$ cat config.mk
export PLATFORM = sky130hd
export DESIGN_NAME = rtcac_alarm_ctrl
export DESIGN_NICKNAME = d
export VERILOG_FILES = /design/src/core/rtcac_pkg.sv /design/src/core/rtcac_alarm_ctrl.sv /design/src/core/rtcac_alarm_match.sv
export SDC_FILE = /design/constraint.sdc
export NUM_CORES = 1
export LEC_CHECK = 0
export ABC_AREA = 1
export BUFFER_PORTS_ARGS = -buffer_cell sky130_fd_sc_hd__buf_2
export CAP_MARGIN = 40
export CORE_ASPECT_RATIO = 0.5
export CORE_MARGIN = 2
export CORE_UTILIZATION = 45
export DETAILED_ROUTE_END_ITERATION = 16
export PLACE_DENSITY = 0.76
export SYNTH_ARGS = -nofsm -noshare
export SYNTH_HDL_FRONTEND = slang
export SYNTH_SLANG_ARGS = --single-unit
$ cat constraint.sdc
create_clock -name I_CLK -period 1.8 [get_ports I_CLK]
set_input_delay 0.09 -clock I_CLK [delete_from_list [all_inputs] [get_ports I_CLK]]
set_output_delay 0.09 -clock I_CLK [all_outputs]
set_load 0.01 [all_outputs]
$ cat src/core/rtcac_pkg.sv
// constants, register map and carrier types of the clock alarm and control block
// assumes a 32-bit axi4-lite register bus and an outside count chain that supplies counts and ticks
package rtcac_pkg;

	localparam int ADDR_W = 12;

	// register indexes; byte address is four times the index
	localparam logic [7:0] IDX_ALM_SECOND = 8'hE8;
	localparam logic [7:0] IDX_ALM_MINUTE = 8'hE9;
	localparam logic [7:0] IDX_ALM_HOUR = 8'hEA;
	localparam logic [7:0] IDX_ALM_WEEKDAY = 8'hEB;
	localparam logic [7:0] IDX_FIELD_EN = 8'hEC;
	localparam logic [7:0] IDX_CONTROL = 8'hED;

	localparam logic [ADDR_W-1:0] ADDR_ALM_SECOND = {2'h0, IDX_ALM_SECOND, 2'h0};
	localparam logic [ADDR_W-1:0] ADDR_ALM_MINUTE = {2'h0, IDX_ALM_MINUTE, 2'h0};
	localparam logic [ADDR_W-1:0] ADDR_ALM_HOUR = {2'h0, IDX_ALM_HOUR, 2'h0};
	localparam logic [ADDR_W-1:0] ADDR_ALM_WEEKDAY = {2'h0, IDX_ALM_WEEKDAY, 2'h0};
	localparam logic [ADDR_W-1:0] ADDR_FIELD_EN = {2'h0, IDX_FIELD_EN, 2'h0};
	localparam logic [ADDR_W-1:0] ADDR_CONTROL = {2'h0, IDX_CONTROL, 2'h0};

	// control register bit positions
	localparam int CTL_ALARM = 7;
	localparam int CTL_IE = 6;
	localparam int CTL_BCD = 5;
	localparam int CTL_SRC = 4;
	localparam int CTL_LINE = 3;
	localparam int CTL_DST = 2;
	localparam int CTL_WOKE = 1;
	localparam int CTL_UNLOCK = 0;

	// set-point limits
	localparam logic [7:0] BIN_MAX_HOUR = 8'h17;
	localparam logic [7:0] BIN_MAX_MINSEC = 8'h3B;
	localparam logic [3:0] BCD_TENS_MAX_HOUR = 4'h2;
	localparam logic [3:0] BCD_TENS_MAX_MINSEC = 4'h5;
	localparam logic [3:0] BCD_ONES_MAX = 4'h9;
	localparam logic [3:0] WDAY_MIN = 4'h1;
	localparam logic [3:0] WDAY_MAX = 4'h7;

	// prescale values per clock source
	localparam logic [15:0] DIV_XTAL = 16'h8000;
	localparam logic [15:0] DIV_LINE_60 = 16'h003C;
	localparam logic [15:0] DIV_LINE_50 = 16'h0032;

	// reset values
	localparam logic [3:0] RST_FIELD_EN = 4'h0;
	localparam logic RST_IE = 1'h0;
	localparam logic RST_UNLOCK = 1'h0;

	localparam logic [1:0] RESP_OKAY = 2'h0;
	localparam logic [1:0] RESP_DECERR = 2'h3;

	// field order matches the enable bits: weekday 3, hour 2, minute 1, second 0
	typedef struct packed {
		logic [7:0] wday;
		logic [7:0] hour;
		logic [7:0] min;
		logic [7:0] sec;
	} rtcac_count_t;

	typedef struct packed {
		logic aw_have;
		logic [ADDR_W-1:0] aw_addr;
		logic w_have;
		logic [7:0] w_data;
		logic w_strb0;
		logic bvalid;
		logic [1:0] bresp;
		logic rvalid;
		logic [1:0] rresp;
		logic [7:0] rdata;
		logic [7:0] alm_sec;
		logic [7:0] alm_min;
		logic [7:0] alm_hour;
		logic [3:0] alm_wday;
		logic [3:0] field_en;
		logic flag;
		logic ie;
		logic bcd;
		logic src_line;
		logic line_50;
		logic dst;
		logic woke;
		logic woke_taken;
		logic unlock;
		logic presc_clr;
		logic irq;
	} rtcac_state_t;

endpackage
$ cat src/core/rtcac_alarm_ctrl.sv
// alarm set-points, field enables and control/status register of the clock, axi4-lite slave
// assumes the count chain outside supplies counts, an increment tick and the wake cause at reset
module rtcac_alarm_ctrl (
	input wire logic I_CLK,
	input wire logic I_RST_N,
	input wire logic I_AWVALID,
	output logic O_AWREADY,
	input wire logic [rtcac_pkg::ADDR_W-1:0] I_AWADDR,
	input wire logic I_WVALID,
	output logic O_WREADY,
	input wire logic [31:0] I_WDATA,
	input wire logic [3:0] I_WSTRB,
	output logic O_BVALID,
	input wire logic I_BREADY,
	output logic [1:0] O_BRESP,
	input wire logic I_ARVALID,
	output logic O_ARREADY,
	input wire logic [rtcac_pkg::ADDR_W-1:0] I_ARADDR,
	output logic O_RVALID,
	input wire logic I_RREADY,
	output logic [31:0] O_RDATA,
	output logic [1:0] O_RRESP,
	input wire rtcac_pkg::rtcac_count_t I_COUNT,
	input wire logic I_COUNT_TICK,
	input wire logic I_WAKE_BY_ALARM,
	output logic O_ALARM_IRQ,
	output logic O_PRESCALER_CLEAR,
	output logic O_OSC_ENABLE,
	output logic O_LINE_SOURCE,
	output logic [15:0] O_PRESCALE_DIVISOR,
	output logic O_BCD_MODE,
	output logic O_COUNTER_RUN,
	output logic O_COUNT_WRITE_ENABLE
);

	rtcac_pkg::rtcac_state_t s_q;
	rtcac_pkg::rtcac_state_t s_d;
	rtcac_pkg::rtcac_count_t set_pts;
	logic aw_rdy;
	logic w_rdy;
	logic ar_rdy;
	logic ar_fire;
	logic wr_fire;
	logic ctrl_rd;
	logic eval;
	logic match;

	// time-of-day set-point legality under the current number format
	function automatic logic tod_ok(input logic [7:0] v, input logic bcd, input logic [3:0] tens_max,
			input logic [7:0] bin_max);
		if (bcd) begin
			tod_ok = (v[7:4] <= tens_max) && (v[3:0] <= rtcac_pkg::BCD_ONES_MAX);
		end else begin
			tod_ok = (v <= bin_max);
		end
	endfunction

	////////////////////////////////////////////////////////////////////////////////
	// comparator

	assign set_pts = '{wday: {4'h0, s_q.alm_wday}, hour: s_q.alm_hour, min: s_q.alm_min, sec: s_q.alm_sec};

	rtcac_alarm_match u_match (
		.i_set(set_pts),
		.i_count(I_COUNT),
		.i_enable(s_q.field_en),
		.o_match(match)
	);

	////////////////////////////////////////////////////////////////////////////////
	// bus handshakes

	// one write in flight: address and data are held until the response is taken
	assign aw_rdy = !s_q.aw_have && !s_q.bvalid;
	assign w_rdy = !s_q.w_have && !s_q.bvalid;
	assign ar_rdy = !s_q.rvalid;
	assign ar_fire = I_ARVALID && ar_rdy;
	assign wr_fire = s_q.aw_have && s_q.w_have && !s_q.bvalid;
	assign ctrl_rd = ar_fire && (I_ARADDR == rtcac_pkg::ADDR_CONTROL);

	////////////////////////////////////////////////////////////////////////////////
	// next state

	always_comb begin
		s_d = s_q;
		eval = 1'h0;
		s_d.presc_clr = 1'h0;
		if (I_AWVALID && aw_rdy) begin
			s_d.aw_have = 1'h1;
			s_d.aw_addr = I_AWADDR;
		end
		if (I_WVALID && w_rdy) begin
			s_d.w_have = 1'h1;
			s_d.w_data = I_WDATA[7:0];
			s_d.w_strb0 = I_WSTRB[0];
		end
		if (s_q.bvalid && I_BREADY) begin
			s_d.bvalid = 1'h0;
		end
		if (s_q.rvalid && I_RREADY) begin
			s_d.rvalid = 1'h0;
		end
		// wake cause is caught once, on the first edge after reset release
		if (!s_q.woke_taken) begin
			s_d.woke = I_WAKE_BY_ALARM;
			s_d.woke_taken = 1'h1;
		end
		if (ar_fire) begin
			s_d.rvalid = 1'h1;
			s_d.rresp = rtcac_pkg::RESP_OKAY;
			unique case (I_ARADDR)
				rtcac_pkg::ADDR_ALM_SECOND: s_d.rdata = s_q.alm_sec;
				rtcac_pkg::ADDR_ALM_MINUTE: s_d.rdata = s_q.alm_min;
				rtcac_pkg::ADDR_ALM_HOUR: s_d.rdata = s_q.alm_hour;
				rtcac_pkg::ADDR_ALM_WEEKDAY: s_d.rdata = {4'h0, s_q.alm_wday};
				rtcac_pkg::ADDR_FIELD_EN: s_d.rdata = {4'h0, s_q.field_en};
				rtcac_pkg::ADDR_CONTROL: s_d.rdata = {s_q.flag, s_q.ie, s_q.bcd, s_q.src_line,
						s_q.line_50, s_q.dst, s_q.woke, s_q.unlock};
				default: begin
					s_d.rdata = 8'h00;
					s_d.rresp = rtcac_pkg::RESP_DECERR;
				end
			endcase
		end
		if (ctrl_rd) begin
			s_d.flag = 1'h0;
			// a wake cause caught in this same cycle outlives the read
			if (s_q.woke_taken) begin
				s_d.woke = 1'h0;
			end
		end
		if (wr_fire) begin
			s_d.bvalid = 1'h1;
			s_d.bresp = rtcac_pkg::RESP_OKAY;
			s_d.aw_have = 1'h0;
			s_d.w_have = 1'h0;
			unique case (s_q.aw_addr)
				rtcac_pkg::ADDR_ALM_SECOND: begin
					// out-of-range values are dropped so the set-point stays a real time
					if (s_q.w_strb0 && tod_ok(s_q.w_data, s_q.bcd, rtcac_pkg::BCD_TENS_MAX_MINSEC,
							rtcac_pkg::BIN_MAX_MINSEC)) begin
						s_d.alm_sec = s_q.w_data;
					end
				end
				rtcac_pkg::ADDR_ALM_MINUTE: begin
					if (s_q.w_strb0 && tod_ok(s_q.w_data, s_q.bcd, rtcac_pkg::BCD_TENS_MAX_MINSEC,
							rtcac_pkg::BIN_MAX_MINSEC)) begin
						s_d.alm_min = s_q.w_data;
					end
				end
				rtcac_pkg::ADDR_ALM_HOUR: begin
					if (s_q.w_strb0 && tod_ok(s_q.w_data, s_q.bcd, rtcac_pkg::BCD_TENS_MAX_HOUR,
							rtcac_pkg::BIN_MAX_HOUR)) begin
						s_d.alm_hour = s_q.w_data;
					end
				end
				rtcac_pkg::ADDR_ALM_WEEKDAY: begin
					// only the low nibble is kept, whatever software puts above it
					if (s_q.w_strb0 && s_q.unlock && (s_q.w_data[3:0] >= rtcac_pkg::WDAY_MIN)
							&& (s_q.w_data[3:0] <= rtcac_pkg::WDAY_MAX)) begin
						s_d.alm_wday = s_q.w_data[3:0];
					end
				end
				rtcac_pkg::ADDR_FIELD_EN: begin
					if (s_q.w_strb0) begin
						s_d.field_en = s_q.w_data[3:0];
					end
				end
				rtcac_pkg::ADDR_CONTROL: begin
					if (s_q.w_strb0) begin
						s_d.ie = s_q.w_data[rtcac_pkg::CTL_IE];
						s_d.bcd = s_q.w_data[rtcac_pkg::CTL_BCD];
						s_d.src_line = s_q.w_data[rtcac_pkg::CTL_SRC];
						s_d.line_50 = s_q.w_data[rtcac_pkg::CTL_LINE];
						s_d.dst = s_q.w_data[rtcac_pkg::CTL_DST];
						s_d.unlock = s_q.w_data[rtcac_pkg::CTL_UNLOCK];
						s_d.presc_clr = 1'h1;
						eval = s_q.unlock && !s_q.w_data[rtcac_pkg::CTL_UNLOCK];
					end
				end
				default: s_d.bresp = rtcac_pkg::RESP_DECERR;
			endcase
		end
		if (I_COUNT_TICK) begin
			eval = 1'h1;
		end
		// a match in the cycle of a clearing read wins, so no alarm is lost
		if (eval && match) begin
			s_d.flag = 1'h1;
		end
		s_d.irq = s_d.flag && s_d.ie;
	end

	////////////////////////////////////////////////////////////////////////////////
	// state register

	// set-points, flag and format/source bits are left out of the reset on purpose
	always_ff @(posedge I_CLK or negedge I_RST_N) begin
		if (!I_RST_N) begin
			s_q.aw_have <= 1'h0;
			s_q.aw_addr <= '0;
			s_q.w_have <= 1'h0;
			s_q.w_data <= 8'h00;
			s_q.w_strb0 <= 1'h0;
			s_q.bvalid <= 1'h0;
			s_q.bresp <= rtcac_pkg::RESP_OKAY;
			s_q.rvalid <= 1'h0;
			s_q.rresp <= rtcac_pkg::RESP_OKAY;
			s_q.rdata <= 8'h00;
			s_q.field_en <= rtcac_pkg::RST_FIELD_EN;
			s_q.ie <= rtcac_pkg::RST_IE;
			s_q.woke <= 1'h0;
			s_q.woke_taken <= 1'h0;
			s_q.unlock <= rtcac_pkg::RST_UNLOCK;
			s_q.presc_clr <= 1'h0;
			s_q.irq <= 1'h0;
		end else begin
			s_q <= s_d;
		end
	end

	////////////////////////////////////////////////////////////////////////////////
	// outputs

	assign O_AWREADY = aw_rdy;
	assign O_WREADY = w_rdy;
	assign O_ARREADY = ar_rdy;
	assign O_BVALID = s_q.bvalid;
	assign O_BRESP = s_q.bresp;
	assign O_RVALID = s_q.rvalid;
	assign O_RRESP = s_q.rresp;
	assign O_RDATA = {24'h000000, s_q.rdata};
	assign O_ALARM_IRQ = s_q.irq;
	assign O_PRESCALER_CLEAR = s_q.presc_clr;
	assign O_OSC_ENABLE = !s_q.src_line;
	assign O_LINE_SOURCE = s_q.src_line;
	assign O_PRESCALE_DIVISOR = !s_q.src_line ? rtcac_pkg::DIV_XTAL
			: (s_q.line_50 ? rtcac_pkg::DIV_LINE_50 : rtcac_pkg::DIV_LINE_60);
	assign O_BCD_MODE = s_q.bcd;
	assign O_COUNTER_RUN = !s_q.unlock;
	assign O_COUNT_WRITE_ENABLE = s_q.unlock;
endmodule

$ cat src/core/rtcac_alarm_match.sv
// alarm comparator: enabled set-point fields against the current counts
// assumes counts and set-points are in the same number format
module rtcac_alarm_match (
	input wire rtcac_pkg::rtcac_count_t i_set,
	input wire rtcac_pkg::rtcac_count_t i_count,
	input wire logic [3:0] i_enable,
	output logic o_match
);

	logic [3:0][7:0] set_a;
	logic [3:0][7:0] cnt_a;
	logic [3:0] field_ok;

	assign set_a = i_set;
	assign cnt_a = i_count;

	for (genvar g = 0; g < 4; g++) begin : g_field
		// a disabled field never blocks the match
		assign field_ok[g] = !i_enable[g] || (set_a[g] == cnt_a[g]);
	end

	// with nothing enabled the alarm would fire on every tick, so it stays silent
	assign o_match = (&field_ok) && (|i_enable);

endmodule

Word level (Yosys, flattened, before mapping)
Index checks and enable logic that the tools add are counted.

Bits in registers: 80. Input port bits: 101. Output and inout bits: 64. Logic and storage cells: 137.

Order comparisons: 7. Equal/unequal tests: 16. Multiplexer cells: 36. Reductions and logical operators: 52.

Operators by type and width (count): $eq A12 B10 Y1 const B (12); $pmux W8 S6 (1); $eq A8 B8 Y1 (3); $reduce_and A4 Y1 (6); $mux W1 (23); $logic_and A1 B1 Y1 (22); $mux W16 (1); $mux W5 (3); $mux W13 (1); $reduce_or A6 Y1 (2); $logic_not A1 Y1 (11); $mux W11 (1); $mux W10 (1); $eq A4 B8 Y1 (1); $le A4 B3 Y1 const B (2); $le A8 B5 Y1 const B (1); $le A8 B6 Y1 const B (1); $reduce_bool A2 Y1 (4); $mux W2 (3); $reduce_and A3 Y1 (2); $ge A4 B1 Y1 const B (1); $le A4 B2 Y1 const B (1); $le A4 B4 Y1 const B (1); $logic_or A1 B1 Y1 (4); 3 further kinds (3).

Logic depth before layout (Yosys ltp)
Depth after elaboration: 9. Mapped depth: 11. Depth with buffers taken out: 11.

Hierarchy
From an unflattened synthesis, not the netlist that was laid out.

Cell total of the unflattened synthesis: 511. Area total of the unflattened synthesis: 4401.7 µm².

Modules (own cells, without submodules): rtcac_alarm_ctrl (instances 1, cells an instance 404, area each 3882.5 µm², seq. area each 2117.0 µm²); rtcac_alarm_match (instances 1, cells an instance 107, area each 519.2 µm², seq. area each 0.0 µm²).

Worst setup path after synthesis
OpenSTA, ideal clock, no wires.

Kind: register -> register. From: register s_q (netlist bit O_BVALID). To: register s_q[19] (netlist bit) (enable). Library setup time: 375 ps. Arrival: 1536 ps. Required time: 1425 ps. Slack: -112 ps. Stages on the path, launching flop included: 8. Path buffers: 0. Clock period less this slack: 1912 ps. Cell sequence: dfrtp_1 -> inv_1 -> nand3_1 -> inv_1 -> nand2_1 -> nor2_1 -> nand4_1 -> a21oi_1.

Word-level cells in the longest chain between the ends: 3.

Ends and longest elaborated chain: start, declared (RTL line rtcac_alarm_ctrl.sv:36) `rtcac_pkg::rtcac_state_t s_q;`; $logic_not A1 Y1 (RTL line rtcac_alarm_ctrl.sv:78) `assign wr_fire = s_q.aw_have && s_q.w_have && !s_q.bvalid;`; $logic_and A1 B1 Y1 (RTL line rtcac_alarm_ctrl.sv:78); $reduce_and A4 Y1 (no source line).

Every way passes these cells. A chain may end at the register's enable or synchronous reset.

Worst setup path after layout
Same ends and word-level chain as after synthesis.

==> impl_summary.md <==
Critical path
The largest delay contributor family on the critical path is simple AND/OR/NAND/NOR gates. The logic depth of the worst setup path including buffers is 8. The category of the critical setup timing path is flop to flop. The number of buffers and inverters on the critical path is 3. The launch instance of the worst register-to-register path is O_BVALID$_DFFE_PN0P_. Along the worst path, the maximum fanout reaches 8. The worst setup path is launched from a flop. The largest single stage delay on the critical path is 400 ps. The nature of the critical path endpoint is a flop. The cell with the largest stage delay on the worst path is dfrtp_1. The critical path arrival is 1700 ps. STA puts the critical path data required time at 1850 ps. Measured in cells, the most critical reg-to-reg path has a length of 8. In this run the critical register-to-register path is captured at s_q[19]$_DFFE_PP_. The cell repeated most along the worst path is inv_1. The reg-to-reg setup timing slack is 150 ps.

The signal on the critical path passes through inv_1 -> nand3_1 -> inv_1 -> nand2_1 -> nor2_2 -> nand4_1 -> a21oi_2 -> buf_6.

Floorplan
The starting utilization of the core area is 0.457. The standard-cell row count is 25. The floorplan step defined a die boundary enclosing 10300 um2. From left edge to right edge, the die measures 142 um. The y dimension of the die is 72.8 um.

The region available for standard cell placement spans 9320 um2. In this run the count of I/O pins placed on the die edge is 165.

Clocking
The clock tree root driver cell is clkbuf_16. The buffer depth of the longest clock path is 2. The count of H-tree levels built during CTS is 3. TritonCTS built the clock tree.

The register clock-pin slew on the reported worst setup and hold paths is 60 ps. The count of buffers added by post-CTS timing repair for setup is 0. The latest clock arrival within the worst-skew pair is 330 ps. The CTS buffer count is 9. The total clock sinks is 78.

Global route
The sum of overflow across all layers after global routing is 0. The number of antenna violations at the first check in global routing is 0. The first global-routing pass estimated 15500 um of wire. Entering global routing, the biggest net connects 37 pins. The aggregate global-route resource usage is 0.199. The via count of the first global-routing pass was 3134.

Routing
In the final routed layout, each cell accounts on average for 13.5 um. The count of TritonRoute iterations in the first routing pass is 4. The initial DRC count is 299.

The number of nets with antenna violations after routing is 0. The wire length after detailed routing is 9750 um. The routed via count is 3437. In the routed design, unresolved DRC markers number 0. The via density per instance is 4.76.

Final layout
The number of diodes is 0. The area added between synthesis and finish is 23.6%. The finished cells cover 5260 um2.

The fraction of layout instances using a drive strength above 1 is 0.281. For this run, the post-layout net count is 697. The multi-input combinational cells in the finished layout cover a total of 1670 um2.

The fill cell total of the finished layout is 833. The sequential cell area in the final layout is 2120 um2.

Flow run
The tool flagged a number of max-cap violations equal to 0.

Synthesis
The number of library cell types mapped by synthesis is 36. The area of the mapped netlist is 4260 um2. After synthesis, the mean cell area works out to 8.99 um2. For this run, the number of Yosys warnings is 0. The share of the Yosys chip area taken by registers is 0.497.

The post-synthesis instance total is 474. Synthesis inferred 78 register bits.

STA
The count of final hold-check violations was 0. Headroom to the max-slew limit came out at 0.630. Static timing analysis puts the maximum clock frequency at 606 MHz. The setup-violating endpoint count in the final report is 0. The transition at the pin with the smallest max-transition slack is 553 ps. The post-route clock skew is 5.58 ps.

The number of max-slew violations in the final report was 0. The worst hold margin is 10.4 ps. Adding up every negative setup slack in the final design gives 0 ps. In the finished design, the share of the clock period the worst path needs comes to 0.916.

Setup repair after global routing could not meet its margin everywhere. The smallest clock period supported by the final layout is computed as 1650 ps.

Outcome
The flow ran to the end, and the final reports show no timing, DRC or antenna violations.

Placement
Summing all placed instances gives a cell area of 4720 um2. At the end of routability-driven placement, the weighted congestion stood at 0.894. In this run the tool buffered the top-level ports with 103 buffer cells. Detailed placement ended at an HPWL of 7540 um.

Power and ir drop
For this design the static power due to leakage is 2.51 nW. Dividing total power by cell area gives a power density of 1070 nW/um2. IR analysis of the VDD net gives a maximum drop of 0.775 mV.

Worst hold path
The worst hold path was traced through 3 stages. The type of the tightest min-delay check is input pin to flop. For hold timing, the worst endpoint is s_q[4]$_DFF_PN0_. The source of the worst hold timing path is I_WAKE_BY_ALARM.
layout by cell type (no fill, tap or decap), types with 5 or more instances in the layout:
| cell | n |
|---|---|
| a21oi_1 | 15 |
| buf_2 | 103 |
| buf_4 | 8 |
| clkbuf_16 | 9 |
| conb_1 | 35 |
| dfrtp_1 | 45 |
| dlygate4sd3_1 | 20 |
| edfxtp_1 | 33 |
| inv_1 | 54 |
| mux2_2 | 17 |
| nand2_1 | 93 |
| nand3_1 | 21 |
| nand4_1 | 7 |
| nor2_1 | 49 |
| nor2_2 | 5 |
| o21ai_0 | 20 |
| o22ai_1 | 9 |
| xnor2_1 | 9 |
| xor2_1 | 7 |
registers in the layout (all words and copies together), names as in the netlist:
register              count
O_PRESCALER_CLEAR         1
O_RDATA                   8
O_RRESP                   1
O_BCD_MODE                1
s_q                      61
O_LINE_SOURCE             1
O_BRESP                   1
O_COUNT_WRITE_ENABLE      1
O_RVALID                  1
O_ALARM_IRQ               1
O_BVALID                  1
worst min-delay path, stage by stage:
cell and delay, ps:
buf_2 100, inv_1 40, o22ai_1 70
layout make-up:
class / count / area share
tap: 121 / 0.0288
inverter: 58 / 0.0416
clock inverter: 5 / 0.0124
clock buffer: 11 / 0.0480
sequential: 78 / 0.402
multi-input combinational: 317 / 0.318
timing repair buffer: 132 / 0.150
per-stage QoR:
stage                      util  power [mW]  std cells  worst slack [ps]
final                     0.565        5.61        722               150
after global routing      0.565        5.90        722             -10.9
after CTS                 0.562        5.61        722               115
after detailed placement  0.507        3.69        686               133
after global placement    0.507        3.65        686               176
after floorplan               -        3.30        507              1.23
synth_stat cells (all sizes together):
| library cell | number | area [um2] |
|---|---|---|
| nor2 | 57 | 236 |
| o21ai | 26 | 138 |
| inv | 56 | 210 |
| nor3 | 7 | 61.3 |
| mux2 | 17 | 191 |
| a31oi | 2 | 12.5 |
| xor2 | 7 | 61.3 |
| clkinv | 2 | 8.75 |
| o31ai | 3 | 22.5 |
| o22ai | 9 | 56.3 |
| nor4 | 2 | 12.5 |
| a21oi | 16 | 80.1 |
| xnor2 | 9 | 78.8 |
| clkbuf | 2 | 7.51 |
| nand4 | 8 | 56.3 |
| nand3b | 1 | 7.51 |
| buf | 52 | 392 |
| dfrtp | 45 | 1130 |
| conb | 2 | 7.51 |
| edfxtp | 33 | 991 |
| nand2 | 94 | 360 |
| nand3 | 24 | 143 |
power breakdown:
group	internal, mW	switching [mW]	total, mW
Clock	1.16	0.718	1.88
Sequential	2.26	0.360	2.62
Combinational	0.507	0.600	1.11
repair_timing:
item,in CTS,in global routing
gates resized for setup,0,7
hold endpoints to repair,29,0
hold buffers,20,0
setup endpoints to repair,0,30
how the worst max path moves through the flow:
stage	start	to	slack [ps]
after floorplan	O_BVALID$_DFFE_PN0P_	s_q[27]$_DFFE_PP_	1
after global placement	O_BVALID$_DFFE_PN0P_	s_q[15]$_DFFE_PP_	180
after detailed placement	O_BVALID$_DFFE_PN0P_	s_q[15]$_DFFE_PP_	130
after CTS	O_BVALID$_DFFE_PN0P_	s_q[16]$_DFFE_PP_	110
after global routing	s_q[68]$_DFFE_PN0P_	s_q[9]$_DFF_PN0_	-10
final	O_BVALID$_DFFE_PN0P_	s_q[19]$_DFFE_PP_	150
cells by family (layout without fill, tap and decap cells):
family,Yosys count,in the layout,synth area share
buffers and inverters,112,206,0.145
flip-flops,78,78,0.497
AO/OA/AOI/OAI,56,56,0.0725
XOR/XNOR,16,16,0.0329
other,2,35,0.00176
multiplexers,17,17,0.0449
AND/OR/NAND/NOR,193,193,0.206
layer usage:
metal,up-vias,global-route usage,routed length (um)
met5,-,0,0
met4,0,0.0700,149
met3,13,0.0440,676
met2,127,0.334,4520
met1,1587,0.261,4400
li1,1710,-,-
Power figures use the tool's default switching activity.
